--- src/hdl/lrc_pkg.sv ---
package lrc_pkg;

  // register byte offsets
  localparam logic [11:0] LRC_OFS_SENSOR_CTRL = 12'h700;
  localparam logic [11:0] LRC_OFS_LOCK_STAT   = 12'h704;
  localparam logic [11:0] LRC_OFS_IRQ_STAT    = 12'h708;
  localparam logic [11:0] LRC_OFS_IRQ_MASK    = 12'h70c;
  localparam logic [11:0] LRC_OFS_LOCK_CNT    = 12'h710;
  localparam logic [11:0] LRC_OFS_UNLOCK_CNT  = 12'h714;
  localparam logic [11:0] LRC_OFS_HK_CTRL     = 12'h718;

  // field positions
  localparam int LRC_BIT_LOOP_RESET = 12;
  localparam int LRC_BIT_HK_MIRROR  = 3;
  localparam int LRC_IRQ_ACCEPT     = 0;
  localparam int LRC_IRQ_REJECT     = 1;
  localparam int LRC_IRQ_LOCK_LOST  = 2;
  localparam int LRC_IRQ_W          = 3;

  // reset values
  localparam logic [31:0] LRC_SENSOR_CTRL_RST = 32'h0000_0000;
  localparam logic [LRC_IRQ_W-1:0] LRC_IRQ_RST = 3'h0;

  // packet layout, in bytes
  localparam int          LRC_PKT_BYTES   = 14;
  localparam int          LRC_FIXED_BYTES = 10;
  localparam logic [3:0]  LRC_IDX_DATA_HI = 4'ha;
  localparam logic [3:0]  LRC_IDX_DATA_LO = 4'hb;
  localparam logic [3:0]  LRC_IDX_CRC_HI  = 4'hc;
  localparam logic [3:0]  LRC_IDX_CRC_LO  = 4'hd;
  localparam logic [3:0]  LRC_IDX_OVER    = 4'he;

  // fixed header: version, type, flag, process id, category,
  // sequence flags, length, secondary header, type, subtype, pad
  localparam logic [0:9][7:0] LRC_HDR_VAL = {
    8'h1c, 8'h7c, 8'hc0, 8'h00, 8'h00,
    8'h07, 8'h11, 8'hc0, 8'h0a, 8'h00};
  localparam logic [0:9][7:0] LRC_HDR_MASK = {
    8'hff, 8'hff, 8'hf8, 8'h00, 8'hff,
    8'hff, 8'hff, 8'hff, 8'hff, 8'hff};

  // error-control checksum
  localparam logic [15:0] LRC_CRC_INIT = 16'hffff;
  localparam logic [15:0] LRC_CRC_POLY = 16'h1021;

  // phase-error window, 12-bit telemetry codes
  localparam int          LRC_PE_W      = 12;
  localparam logic [11:0] LRC_PE_LOW    = 12'h680;
  localparam logic [11:0] LRC_PE_HIGH   = 12'hb80;
  localparam int          LRC_IND_W     = 6;
  localparam int          LRC_CNT_W     = 16;

endpackage

--- src/hdl/lrc_sat_counter.sv ---
`timescale 1ns/1ps
module lrc_sat_counter
  import lrc_pkg::*;
#(
  parameter int W = 16
) (
  // clock and reset
  input  wire logic         clk,
  input  wire logic         nrst,
  // control
  input  wire logic         inc,
  input  wire logic         clr,
  // result
  output logic [W-1:0]      count
);

  logic [W-1:0] cnt_q;
  logic [W-1:0] cnt_d;
  wire          at_max = &cnt_q;

  initial begin
    if (W < 2) $error("lrc_sat_counter: W too small");
  end

  // clear wins over count; saturates at all ones
  assign cnt_d = clr ? '0 : ((inc && !at_max) ? cnt_q + 1'b1 : cnt_q);

  always_ff @(posedge clk) begin
    if (!nrst) cnt_q <= '0;
    else       cnt_q <= cnt_d;
  end

  assign count = cnt_q;

endmodule // lrc_sat_counter

--- src/hdl/lrc_pkt_check.sv ---
`timescale 1ns/1ps
module lrc_pkt_check
  import lrc_pkg::*;
(
  // clock and reset
  input  wire logic       clk,
  input  wire logic       nrst,
  // packet byte stream
  input  wire logic       byte_valid,
  input  wire logic [7:0] byte_data,
  input  wire logic       byte_last,
  // verdict
  output logic            done,
  output logic            accept,
  output logic            setting
);

  logic [3:0]  idx_q;
  logic        bad_q;
  logic [15:0] crc_q;
  logic [7:0]  crc_hi_q;
  logic        set_q;
  logic        done_q;
  logic        acc_q;
  logic        setting_q;

  function automatic logic [15:0] crc_byte(input logic [15:0] c,
                                           input logic [7:0] d);
    logic [15:0] r;
    r = c ^ {d, 8'h00};
    for (int i = 0; i < 8; i++) begin
      r = r[15] ? ((r << 1) ^ LRC_CRC_POLY) : (r << 1);
    end
    return r;
  endfunction

  // per-byte field check
  wire in_fixed = idx_q < 4'(LRC_FIXED_BYTES);
  wire [7:0] exp_val  = in_fixed ? LRC_HDR_VAL[idx_q]  : 8'h00;
  wire [7:0] exp_mask = in_fixed ? LRC_HDR_MASK[idx_q] : 8'h00;
  wire fixed_bad = in_fixed && ((byte_data & exp_mask) != exp_val);
  wire data_bad  = (idx_q == LRC_IDX_DATA_HI && byte_data != 8'h00) ||
                   (idx_q == LRC_IDX_DATA_LO && byte_data[7:1] != 7'h00);
  wire over_bad  = idx_q >= LRC_IDX_OVER;
  wire byte_bad  = fixed_bad || data_bad || over_bad;
  wire in_crc    = idx_q < LRC_IDX_CRC_HI;
  wire crc_ok    = {crc_hi_q, byte_data} == crc_q;
  wire end_ok    = idx_q == LRC_IDX_CRC_LO;
  wire verdict   = !bad_q && !byte_bad && end_ok && crc_ok;

  always_ff @(posedge clk) begin
    if (!nrst) begin
      idx_q <= 4'h0;
      bad_q <= 1'b0;
      crc_q <= LRC_CRC_INIT;
    end else if (byte_valid && byte_last) begin
      idx_q <= 4'h0;
      bad_q <= 1'b0;
      crc_q <= LRC_CRC_INIT;
    end else if (byte_valid) begin
      idx_q <= over_bad ? idx_q : idx_q + 4'h1;
      bad_q <= bad_q | byte_bad;
      crc_q <= in_crc ? crc_byte(crc_q, byte_data) : crc_q;
    end
  end

  always_ff @(posedge clk) begin
    if (!nrst) begin
      crc_hi_q <= 8'h00;
      set_q    <= 1'b0;
    end else if (byte_valid) begin
      if (idx_q == LRC_IDX_CRC_HI) crc_hi_q <= byte_data;
      if (idx_q == LRC_IDX_DATA_LO) set_q <= byte_data[0];
    end
  end

  always_ff @(posedge clk) begin
    if (!nrst) begin
      done_q    <= 1'b0;
      acc_q     <= 1'b0;
      setting_q <= 1'b0;
    end else begin
      done_q    <= byte_valid && byte_last;
      acc_q     <= byte_valid && byte_last && verdict;
      setting_q <= set_q;
    end
  end

  assign done    = done_q;
  assign accept  = acc_q;
  assign setting = setting_q;

endmodule // lrc_pkt_check

--- src/hdl/lrc_loop_reset_decoder.sv ---
// Decided for this implementation: the AHB-Lite interface to the registers.
`timescale 1ns/1ps
module lrc_loop_reset_decoder
  import lrc_pkg::*;
#(
  parameter int CNT_W = LRC_CNT_W
) (
  // clock and reset
  input  wire logic                 clk,
  input  wire logic                 nrst,
  // ahb-lite slave
  input  wire logic                 hsel,
  input  wire logic [31:0]          haddr,
  input  wire logic [1:0]           htrans,
  input  wire logic                 hwrite,
  input  wire logic [2:0]           hsize,
  input  wire logic [31:0]          hwdata,
  input  wire logic                 hready,
  output logic [31:0]               hrdata,
  output logic                      hreadyout,
  output logic                      hresp,
  // telecommand byte stream
  input  wire logic                 tc_valid,
  input  wire logic [7:0]           tc_data,
  input  wire logic                 tc_last,
  // software restart
  input  wire logic                 sw_restart,
  // phase-error telemetry
  input  wire logic                 pe_valid,
  input  wire logic [LRC_PE_W-1:0]  phase_error_telemetry,
  // lock indicator bits
  input  wire logic                 ind_valid,
  input  wire logic [LRC_IND_W-1:0] lock_ind,
  // hardware outputs
  output logic [31:0]               sensor_unit_control,
  output logic                      loop_reset,
  output logic [15:0]               housekeeping_control_word,
  output logic                      lock_alarm,
  output logic [CNT_W-1:0]          lock_ok_count,
  output logic [CNT_W-1:0]          lock_fail_count,
  output logic                      irq
);

  initial begin
    if (CNT_W < 2 || CNT_W > 32) $error("lrc: CNT_W out of range");
  end

  // ---------------- bus slave ----------------
  logic        wr_pend_q;
  logic [11:0] wr_addr_q;
  logic [31:0] rdata_q;

  wire addr_ph  = hsel && hready && htrans[1];
  wire wr_take  = addr_ph && hwrite;
  wire rd_take  = addr_ph && !hwrite;
  wire [11:0] ofs = haddr[11:0];

  wire wr_ctrl   = wr_pend_q && wr_addr_q == LRC_OFS_SENSOR_CTRL;
  wire wr_istat  = wr_pend_q && wr_addr_q == LRC_OFS_IRQ_STAT;
  wire wr_imask  = wr_pend_q && wr_addr_q == LRC_OFS_IRQ_MASK;
  wire wr_lkcnt  = wr_pend_q && wr_addr_q == LRC_OFS_LOCK_CNT;
  wire wr_ulcnt  = wr_pend_q && wr_addr_q == LRC_OFS_UNLOCK_CNT;

  always_ff @(posedge clk) begin
    if (!nrst) begin
      wr_pend_q <= 1'b0;
      wr_addr_q <= 12'h000;
    end else begin
      wr_pend_q <= wr_take;
      wr_addr_q <= wr_take ? ofs : wr_addr_q;
    end
  end

  // ---------------- command decode ----------------
  logic cmd_done;
  logic cmd_acc;
  logic cmd_set;

  lrc_pkt_check u_check (
    .clk        (clk),
    .nrst       (nrst),
    .byte_valid (tc_valid),
    .byte_data  (tc_data),
    .byte_last  (tc_last),
    .done       (cmd_done),
    .accept     (cmd_acc),
    .setting    (cmd_set)
  );

  wire cmd_rej = cmd_done && !cmd_acc;

  // ---------------- sensor control register ----------------
  logic [31:0] ctrl_q;
  logic [31:0] ctrl_d;
  logic [31:0] ctrl_sw;

  assign ctrl_sw = wr_ctrl ? hwdata : ctrl_q;

  always_comb begin
    ctrl_d = ctrl_sw;
    if (cmd_acc) begin
      ctrl_d[LRC_BIT_LOOP_RESET] = cmd_set;
    end
    if (sw_restart) begin
      ctrl_d[LRC_BIT_LOOP_RESET] = 1'b0;
    end
  end

  always_ff @(posedge clk) begin
    if (!nrst) ctrl_q <= LRC_SENSOR_CTRL_RST;
    else       ctrl_q <= ctrl_d;
  end

  assign sensor_unit_control = ctrl_q;
  assign loop_reset = ctrl_q[LRC_BIT_LOOP_RESET];

  // housekeeping mirror
  logic [15:0] hk_q;

  always_ff @(posedge clk) begin
    if (!nrst) hk_q <= 16'h0000;
    else       hk_q <= 16'(ctrl_d[LRC_BIT_LOOP_RESET]) << LRC_BIT_HK_MIRROR;
  end

  assign housekeeping_control_word = hk_q;

  // ---------------- lock judgement ----------------
  logic alarm_q;

  wire pe_in_win = phase_error_telemetry >= LRC_PE_LOW &&
                   phase_error_telemetry <= LRC_PE_HIGH;
  wire lock_lost = pe_valid && !pe_in_win && !alarm_q;

  always_ff @(posedge clk) begin
    if (!nrst)         alarm_q <= 1'b0;
    else if (pe_valid) alarm_q <= !pe_in_win;
  end

  assign lock_alarm = alarm_q;

  wire ind_locked = &lock_ind;

  lrc_sat_counter #(.W(CNT_W)) u_ok_cnt (
    .clk   (clk),
    .nrst  (nrst),
    .inc   (ind_valid && ind_locked),
    .clr   (wr_lkcnt),
    .count (lock_ok_count)
  );

  lrc_sat_counter #(.W(CNT_W)) u_fail_cnt (
    .clk   (clk),
    .nrst  (nrst),
    .inc   (ind_valid && !ind_locked),
    .clr   (wr_ulcnt),
    .count (lock_fail_count)
  );

  // ---------------- interrupts ----------------
  logic [LRC_IRQ_W-1:0] istat_q;
  logic [LRC_IRQ_W-1:0] imask_q;
  logic [LRC_IRQ_W-1:0] ievt;
  logic [LRC_IRQ_W-1:0] iclr;

  always_comb begin
    ievt = '0;
    ievt[LRC_IRQ_ACCEPT]    = cmd_acc;
    ievt[LRC_IRQ_REJECT]    = cmd_rej;
    ievt[LRC_IRQ_LOCK_LOST] = lock_lost;
  end

  assign iclr = wr_istat ? hwdata[LRC_IRQ_W-1:0] : '0;

  // set wins over clear
  always_ff @(posedge clk) begin
    if (!nrst) begin
      istat_q <= LRC_IRQ_RST;
      imask_q <= LRC_IRQ_RST;
    end else begin
      istat_q <= (istat_q & ~iclr) | ievt;
      imask_q <= wr_imask ? hwdata[LRC_IRQ_W-1:0] : imask_q;
    end
  end

  assign irq = |(istat_q & imask_q);

  // ---------------- read path ----------------
  logic [31:0] rd_mux;

  always_comb begin
    case (ofs)
      LRC_OFS_SENSOR_CTRL: rd_mux = ctrl_q;
      LRC_OFS_LOCK_STAT:   rd_mux = {30'h0, alarm_q, loop_reset};
      LRC_OFS_IRQ_STAT:    rd_mux = 32'(istat_q);
      LRC_OFS_IRQ_MASK:    rd_mux = 32'(imask_q);
      LRC_OFS_LOCK_CNT:    rd_mux = 32'(lock_ok_count);
      LRC_OFS_UNLOCK_CNT:  rd_mux = 32'(lock_fail_count);
      LRC_OFS_HK_CTRL:     rd_mux = 32'(hk_q);
      default:             rd_mux = 32'h0000_0000;
    endcase
  end

  always_ff @(posedge clk) begin
    if (!nrst)        rdata_q <= 32'h0000_0000;
    else if (rd_take) rdata_q <= rd_mux;
  end

  assign hrdata    = rdata_q;
  assign hreadyout = 1'b1;
  assign hresp     = 1'b0;

endmodule // lrc_loop_reset_decoder

--- config.mk ---
export PLATFORM = sky130hd
export DESIGN_NAME = lrc_loop_reset_decoder
export DESIGN_NICKNAME = d
export VERILOG_FILES = /design/src/hdl/lrc_pkg.sv /design/src/hdl/lrc_sat_counter.sv /design/src/hdl/lrc_pkt_check.sv /design/src/hdl/lrc_loop_reset_decoder.sv
export SDC_FILE = /design/constraint.sdc
export NUM_CORES = 1
export LEC_CHECK = 0
export BUFFER_PORTS_ARGS = -buffer_cell sky130_fd_sc_hd__buf_2
export CORE_MARGIN = 4
export CORE_UTILIZATION = 54
export CTS_BUF_LIST = sky130_fd_sc_hd__clkbuf_8
export CTS_CLUSTER_SIZE = 24
export DETAILED_ROUTE_END_ITERATION = 10
export PLACE_DENSITY = 0.83
export SLEW_MARGIN = 20
export SYNTH_ARGS = -nofsm -noshare
export SYNTH_HDL_FRONTEND = slang
export SYNTH_SLANG_ARGS = --single-unit
--- constraint.sdc ---
create_clock -name clk -period 2.3 [get_ports clk]
set_input_delay 0.23 -clock clk [delete_from_list [all_inputs] [get_ports clk]]
set_output_delay 0.23 -clock clk [all_outputs]
set_load 0.01 [all_outputs]
==> results of run 1 <==
[placed cells by master (no fill, tap or decap), types with 8 or more instances in the layout]
cell type / instances
o21ai_0: 25
nor2_1: 35
xor2_1: 23
o211ai_1: 12
a21boi_0: 43
nand3_1: 14
nand2_1: 141
dfxtp_1: 149
inv_1: 20
a21oi_1: 22
conb_1: 17
mux2i_1: 38
buf_4: 21
a211oi_1: 8
clkbuf_8: 19
nand4_1: 9
or3_1: 9
xnor2_1: 38
buf_2: 180
a22oi_1: 32
nor2b_1: 53
[flip-flops by register name, indices dropped and copies added (netlist names)]
signal / count
sensor_unit_control: 32
u_check.crc_hi_q: 8
u_fail_cnt.count: 16
hrdata: 32
imask_q: 3
lock_alarm: 1
u_check.accept: 1
u_check.idx_q: 4
wr_addr_q: 12
u_check.set_q: 1
istat_q: 3
u_check.done: 1
u_ok_cnt.count: 16
u_check.crc_q: 16
wr_pend_q: 1
u_check.setting: 1
u_check.bad_q: 1
[final timing paths]
check	endpoint	slack (ns)	cells past startpoint
setup / recovery	u_check.bad_q	0.20	7
hold / removal	sensor_unit_control[29]	0.03	3
hold reg to reg	wr_addr_q[10]	0.46	2
setup reg to reg	u_check.bad_q	0.20	7
[metrics by stage]
stage               hold slack (ns)  utilization, %  instances  worst slack (ns)
floorplan                     0.365               -        872             0.271
CTS                         0.00130            66.1       1212             0.166
detailed placement            0.457            63.0       1178             0.179
finish                       0.0279            66.3       1214             0.201
global route                0.00323            66.3       1213           0.00906
global placement              0.450            63.0       1178             0.229
[power by group through the flow]
stage / combinational (W) / clock [W] / sequential [W]
after floorplan: 0.000415 / 0 / 0.00273
after global routing: 0.000631 / 0.00215 / 0.00268
final: 0.000570 / 0.00200 / 0.00268
after global placement: 0.000552 / 0 / 0.00273
after CTS: 0.000566 / 0.00203 / 0.00268
after detailed placement: 0.000561 / 0 / 0.00274
[routing by layer]
metal  vias to the layer above  wire, um
met1                      3144      8320
met3                        47      1240
met5                         -         7
met2                       237      9350
li1                       3294         -
met4                         2       611
[cells by family (layout without fill, tap and decap cells)]
| logic type | count (synthesis) | in the layout | synth area share (%) |
|---|---|---|---|
| flops | 149 | 149 | 40.2 |
| mux | 42 | 42 | 6.04 |
| buf+inv | 90 | 255 | 5.74 |
| other cells | 2 | 18 | 0.101 |
| fa+ha+maj | 6 | 6 | 1.01 |
| xor+xnor | 61 | 61 | 7.21 |
| compound gates | 184 | 184 | 17.5 |
| simple gates | 323 | 323 | 22.2 |
[area by class of cell]
type / count / area, um^2 / area share [%]
antenna: 1 / 2.50 / 0.0283
clock buffer: 19 / 262 / 2.95
clock inverter: 13 / 133 / 1.50
inverter: 18 / 67.6 / 0.763
multi-input combinational: 633 / 4070 / 46.0
sequential: 149 / 2980 / 33.7
tap: 176 / 220 / 2.49
timing repair buffer: 205 / 1110 / 12.5
[worst max-delay path: cells and delay by family (launching register included)]
family | cells | cell delay [ns]
AO/OA/AOI/OAI | 3 | 0.56
buffers and inverters | 1 | 0.09
flip-flops | 1 | 0.68
adder cells (fa/ha/maj) | 1 | 0.26
AND/OR/NAND/NOR | 2 | 0.40
[timing repair]
item                                    in CTS  in global routing
resized for setup                            0                  3
endpoints found under the setup margin       0                  2
hold buffers                                 2                  1
endpoints found under the hold margin        2                  1
==> impl_metrics.env, run 1 <==
export IMPL_outcome="finished clean"
export IMPL_area_delta_synth_final_pct=19.4
export IMPL_skew_ns=0.0138
export IMPL_fillCellCount=1159
export IMPL_final_layout_size_suffix_gt1_share_pct=24.1
export IMPL_drt_iter0_markers=471
export IMPL_wirelength_um=19500
export IMPL_ys_warn_count=0
export IMPL_hold_class="primary input to flip-flop"
export IMPL_use_met3_pct=6.27
export IMPL_grt_overflow_total=0
export IMPL_switchingPower_w=0.00134
export IMPL_vias_per_cell=5.54
export IMPL_cts_buffers=17
export IMPL_peakVddDrop_v=0.000434
export IMPL_syn_inst=857
export IMPL_worst_pin_slew_ns=0.779
export IMPL_design_area_mm2=0.00885
export IMPL_clkPwrFrac_pct=38.1
export IMPL_power_internal_w=0.00391
export IMPL_grt_total_usage_pct=24.1
export IMPL_portBuffers=180
export IMPL_vias=6724
export IMPL_synth_seq_cells=149
export IMPL_grtUsageMet2_pct=39.4
export IMPL_crit_path_cell_trace="inv_1 > ha_1 > nor2_1 > nand4_1 > a21oi_1 > o22ai_1 > o221a_2"
export IMPL_max_slew_margin_pct=48.1
export IMPL_syn_area_mm2=0.00741
export IMPL_setup_viol=0
export IMPL_p_sw_share_pct=25.5
export IMPL_path_clk_slew_ns=0.08
export IMPL_rsz0062_at_grt="no"
export IMPL_critPathLaunch="u_check.idx_q[2]"
export IMPL_place_gp_congestion=0.914
export IMPL_grt_pass1_wl_um=30800
export IMPL_critical_path_class="flip-flop to flip-flop"
export IMPL_busiest_layer="met2"
export IMPL_synth_ff_type="dfxtp_1"
export IMPL_chipHeight_um=125
export IMPL_max_clock_freq_mhz=476
export IMPL_antenna_found_initial=1
export IMPL_yosysUniqueCellTypes=72
export IMPL_critPathSlowestCell="dfxtp_1"
export IMPL_critPathRequiredTime_ns=2.64
export IMPL_layout_nets=1135
export IMPL_clock_latency_ns=0.45
export IMPL_cts_htree_levels=4
export IMPL_ant_nets=0
export IMPL_start_kind="flip-flop"
export IMPL_synth_top_cells_by_count="dfxtp_1 (149), nand2_1 (141), nor2b_1 (53), a21boi_0 (43), clkbuf_1 (41)"
export IMPL_grt_met1_usage_pct=30.2
export IMPL_power_w=0.00525
export IMPL_cpPeakStageDelay_ns=0.68
export IMPL_cts_tree="yes"
export IMPL_finalHoldViolations=0
export IMPL_synth_seq_area_share_pct=40.2
export IMPL_power_leakage_nw=3.53
export IMPL_fin_crit_sh_pct=91.3
export IMPL_fp_dieW_um=125
export IMPL_synth_top_area_share_pct=40.2
export IMPL_cts_sinks=149
export IMPL_die_area_mm2=0.0157
export IMPL_setup_tns_ns=0
export IMPL_dr_pass1_iters=5
export IMPL_synth_edf_count=0
export IMPL_hp_start="hwdata[29]"
export IMPL_avgRoutedWirePerCell_um=16.1
export IMPL_pwr_share_comb_pct=10.9
export IMPL_avgSynthCellArea_um2=8.65
export IMPL_post_cts_buffers=0
export IMPL_num_rows=42
export IMPL_first_global_vias=6190
export IMPL_yosys_top_cells_area="dfxtp_1 (40%), nand2_1 (7.1%), mux2i_1 (5.1%), xnor2_1 (4.5%), nor2b_1 (4.5%)"
export IMPL_timing_rr_start="u_check.idx_q[2]"
export IMPL_seq_power_share_pct=51.0
export IMPL_cts_root_buf="clkbuf_8"
export IMPL_cts_path_max_buffers=2
export IMPL_synth_most_common_cell="dfxtp_1"
export IMPL_synth_top_cell_by_area="dfxtp_1"
export IMPL_worstPathArrival_ns=2.44
export IMPL_worstSetupEndpointType="flip-flop"
export IMPL_core_mm2=0.0133
export IMPL_slew_viol_final=0
export IMPL_dpl_cell_area_mm2=0.00841
export IMPL_grt_max_degree=98
export IMPL_synth_async_reset_ratio_pct=0
export IMPL_ios=222
export IMPL_min_period_ns=2.10
export IMPL_cap_violations=0
export IMPL_crit_fanout=17
export IMPL_drc=0
export IMPL_dp_hpwl_um=14200
export IMPL_start_util_pct=55.5
export IMPL_power_density_mw_per_mm2=593
No activity file was read; power rests on OpenSTA's default activity.
==> run 2, diff against run 1 <==
--- a/config.mk
+++ b/config.mk
@@ -7,11 +7,11 @@
 export LEC_CHECK = 0
 export BUFFER_PORTS_ARGS = -buffer_cell sky130_fd_sc_hd__buf_2
 export CORE_MARGIN = 4
-export CORE_UTILIZATION = 54
+export CORE_UTILIZATION = 50
 export CTS_BUF_LIST = sky130_fd_sc_hd__clkbuf_8
 export CTS_CLUSTER_SIZE = 24
 export DETAILED_ROUTE_END_ITERATION = 10
-export PLACE_DENSITY = 0.83
+export PLACE_DENSITY = 0.78
 export SLEW_MARGIN = 20
 export SYNTH_ARGS = -nofsm -noshare
 export SYNTH_HDL_FRONTEND = slang
==> constraint.sdc (replaced) <==
create_clock -name clk -period 2.2 [get_ports clk]
set_input_delay 0.22 -clock clk [delete_from_list [all_inputs] [get_ports clk]]
set_output_delay 0.22 -clock clk [all_outputs]
set_load 0.01 [all_outputs]
==> run 2 against run 1 <==
Clock power rose by 12%. Worst hold slack got worse by 0.0075 ns. Critical path depth did not move. First-iteration DRC count rose by 2.3%. Setup slack got worse by 0.058 ns. Wire length rose by 0.44%. Largest power group unchanged.
==> impl_metrics.env, run 2 (synthesized netlist as in run 1, its figures left out) <==
export IMPL_start_kind="flip-flop"
export IMPL_num_rows=44
export IMPL_vias_per_cell=5.42
export IMPL_cts_path_max_buffers=2
export IMPL_drc=0
export IMPL_critPathRequiredTime_ns=2.54
export IMPL_peakVddDrop_v=0.000655
export IMPL_worstPathArrival_ns=2.39
export IMPL_cap_violations=0
export IMPL_multi_input_area_mm2=0.00407
export IMPL_layout_nets=1152
export IMPL_max_slew_margin_pct=60.2
export IMPL_hold_class="primary input to flip-flop"
export IMPL_critPathSlowestCell="a2111oi_0"
export IMPL_layout_commonest_cell="buf_2"
export IMPL_worst_pin_slew_ns=0.595
export IMPL_timing_rr_start="u_check.idx_q[1]"
export IMPL_grt_overflow_total=0
export IMPL_setup_tns_ns=0
export IMPL_critical_path_class="flip-flop to flip-flop"
export IMPL_cts_root_buf="clkbuf_8"
export IMPL_post_cts_buffers=0
export IMPL_avgRoutedWirePerCell_um=15.8
export IMPL_holdBufCountCts=12
export IMPL_path_delay_family="compound AO/OA/AOI/OAI gates"
export IMPL_cpPeakStageDelay_ns=0.45
export IMPL_crit_fanout=6
export IMPL_path_depth=7
export IMPL_antennaDiodeCount=0
export IMPL_slew_viol_final=0
export IMPL_critPathBufInv=1
export IMPL_max_clock_freq_mhz=486
export IMPL_chipHeight_um=130
export IMPL_dp_cells=1193
export IMPL_vias=6708
export IMPL_grt_pass1_wl_um=30500
export IMPL_min_period_ns=2.06
export IMPL_clock_latency_ns=0.44
export IMPL_ios=222
export IMPL_antenna_found_initial=1
export IMPL_first_global_vias=6110
export IMPL_grt_total_usage_pct=22.7
export IMPL_hp_start="hwdata[26]"
export IMPL_power_density_mw_per_mm2=625
export IMPL_start_util_pct=51.0
export IMPL_ant_nets=0
export IMPL_worstSetupEndpointType="flip-flop"
export IMPL_cts_buffers=17
export IMPL_dpl_cell_area_mm2=0.00849
export IMPL_cp_common_cell="ha_1"
export IMPL_dp_hpwl_um=14200
export IMPL_area_delta_synth_final_pct=22.0
export IMPL_die_area_mm2=0.0168
export IMPL_fillCellCount=1318
export IMPL_grt_max_degree=52
export IMPL_wirelength_um=19600
export IMPL_final_cell_mix="buf_2 (180), dfxtp_1 (149), nand2_1 (141)"
export IMPL_reg2reg_slack_ns=0.14
export IMPL_crit_path_cell_trace="ha_1 > ha_1 > inv_1 > and3_1 > a2111oi_0 > o22ai_1 > o221a_2"
export IMPL_design_area_mm2=0.00904
export IMPL_fin_crit_sh_pct=93.5
export IMPL_min_path_cells=3
export IMPL_drt_iter0_markers=482
export IMPL_critPathLaunch="u_check.idx_q[1]"
export IMPL_core_mm2=0.0145
export IMPL_skew_ns=0.00736
export IMPL_cts_sinks=149
export IMPL_cts_htree_levels=4
export IMPL_finalHoldViolations=0
export IMPL_rsz0062_at_grt="no"
export IMPL_regArea_mm2=0.00298
export IMPL_layoutNonFillerInstCount=1238
export IMPL_place_gp_congestion=0.835
export IMPL_path_clk_slew_ns=0.08
export IMPL_cts_tree="yes"
export IMPL_final_layout_size_suffix_gt1_share_pct=24.4
export IMPL_outcome="finished clean"
export IMPL_power_leakage_nw=3.61
export IMPL_portBuffers=180
export IMPL_dr_pass1_iters=5
export IMPL_cts_repair_resized=0
export IMPL_setup_viol=0
export IMPL_reg2reg_depth=7
export IMPL_fp_dieW_um=130
## run 2: changes by cell type in the layout (fill, tap and decap cells not counted), moves of 2 or more
cell	previous run	this run
clkinv_4	2	4
buf_4	21	27
inv_1	20	18
clkinv_2	4	2
dlygate4sd3_1	3	13
clkinvlp_4	1	3
## run 2: layer usage
layer	up-vias	part of all wire, %	global-route usage [%]
li1	3327	-	-
met1	3092	43	30.8
met2	260	48	37.0
met3	27	7.3	4.71
met4	2	1.6	6.36
met5	-	0.066	0
## run 2: worst register-to-register path, cell delays in order (launching register included)
cell and delay (ns):
dfxtp_1 0.42, ha_1 0.21, ha_1 0.23, inv_1 0.07, and3_1 0.15, a2111oi_0 0.45
o22ai_1 0.19, o221a_2 0.26
## run 2: layout make-up
class / count / area share, %
clock buffer: 18 / 2.74
inverter: 18 / 0.747
timing repair buffer: 222 / 14.1
tap: 184 / 2.55
sequential: 149 / 33.0
clock inverter: 14 / 1.94
multi-input combinational: 633 / 45.0
## run 2: final timing paths
check,to
hold / removal,sensor_unit_control[26]
hold reg to reg,wr_addr_q[11]
setup reg to reg,u_check.bad_q
setup / recovery,u_check.bad_q
## run 2: metrics by stage
| step | utilization [%] | setup slack [ns] | hold slack (ns) | power, W |
|---|---|---|---|---|
| 5_1_grt | 62.2 | 0.00255 | 0.00638 | 0.00586 |
| 3_3_place_gp | 58.4 | 0.214 | 0.450 | 0.00345 |
| 3_5_place_dp | 58.4 | 0.177 | 0.447 | 0.00346 |
| 2_1_floorplan | - | 0.171 | 0.355 | 0.00328 |
| 6_report | 62.2 | 0.143 | 0.0205 | 0.00565 |
| 4_1_cts | 62.1 | 0.163 | 0.00111 | 0.00569 |
## run 2: where the power goes
group          internal [W]  switching, W  total, W
logic              0.000294      0.000327  0.000621
registers           0.00274     0.0000534   0.00280
clock network       0.00116       0.00107   0.00223
total               0.00420       0.00145   0.00565
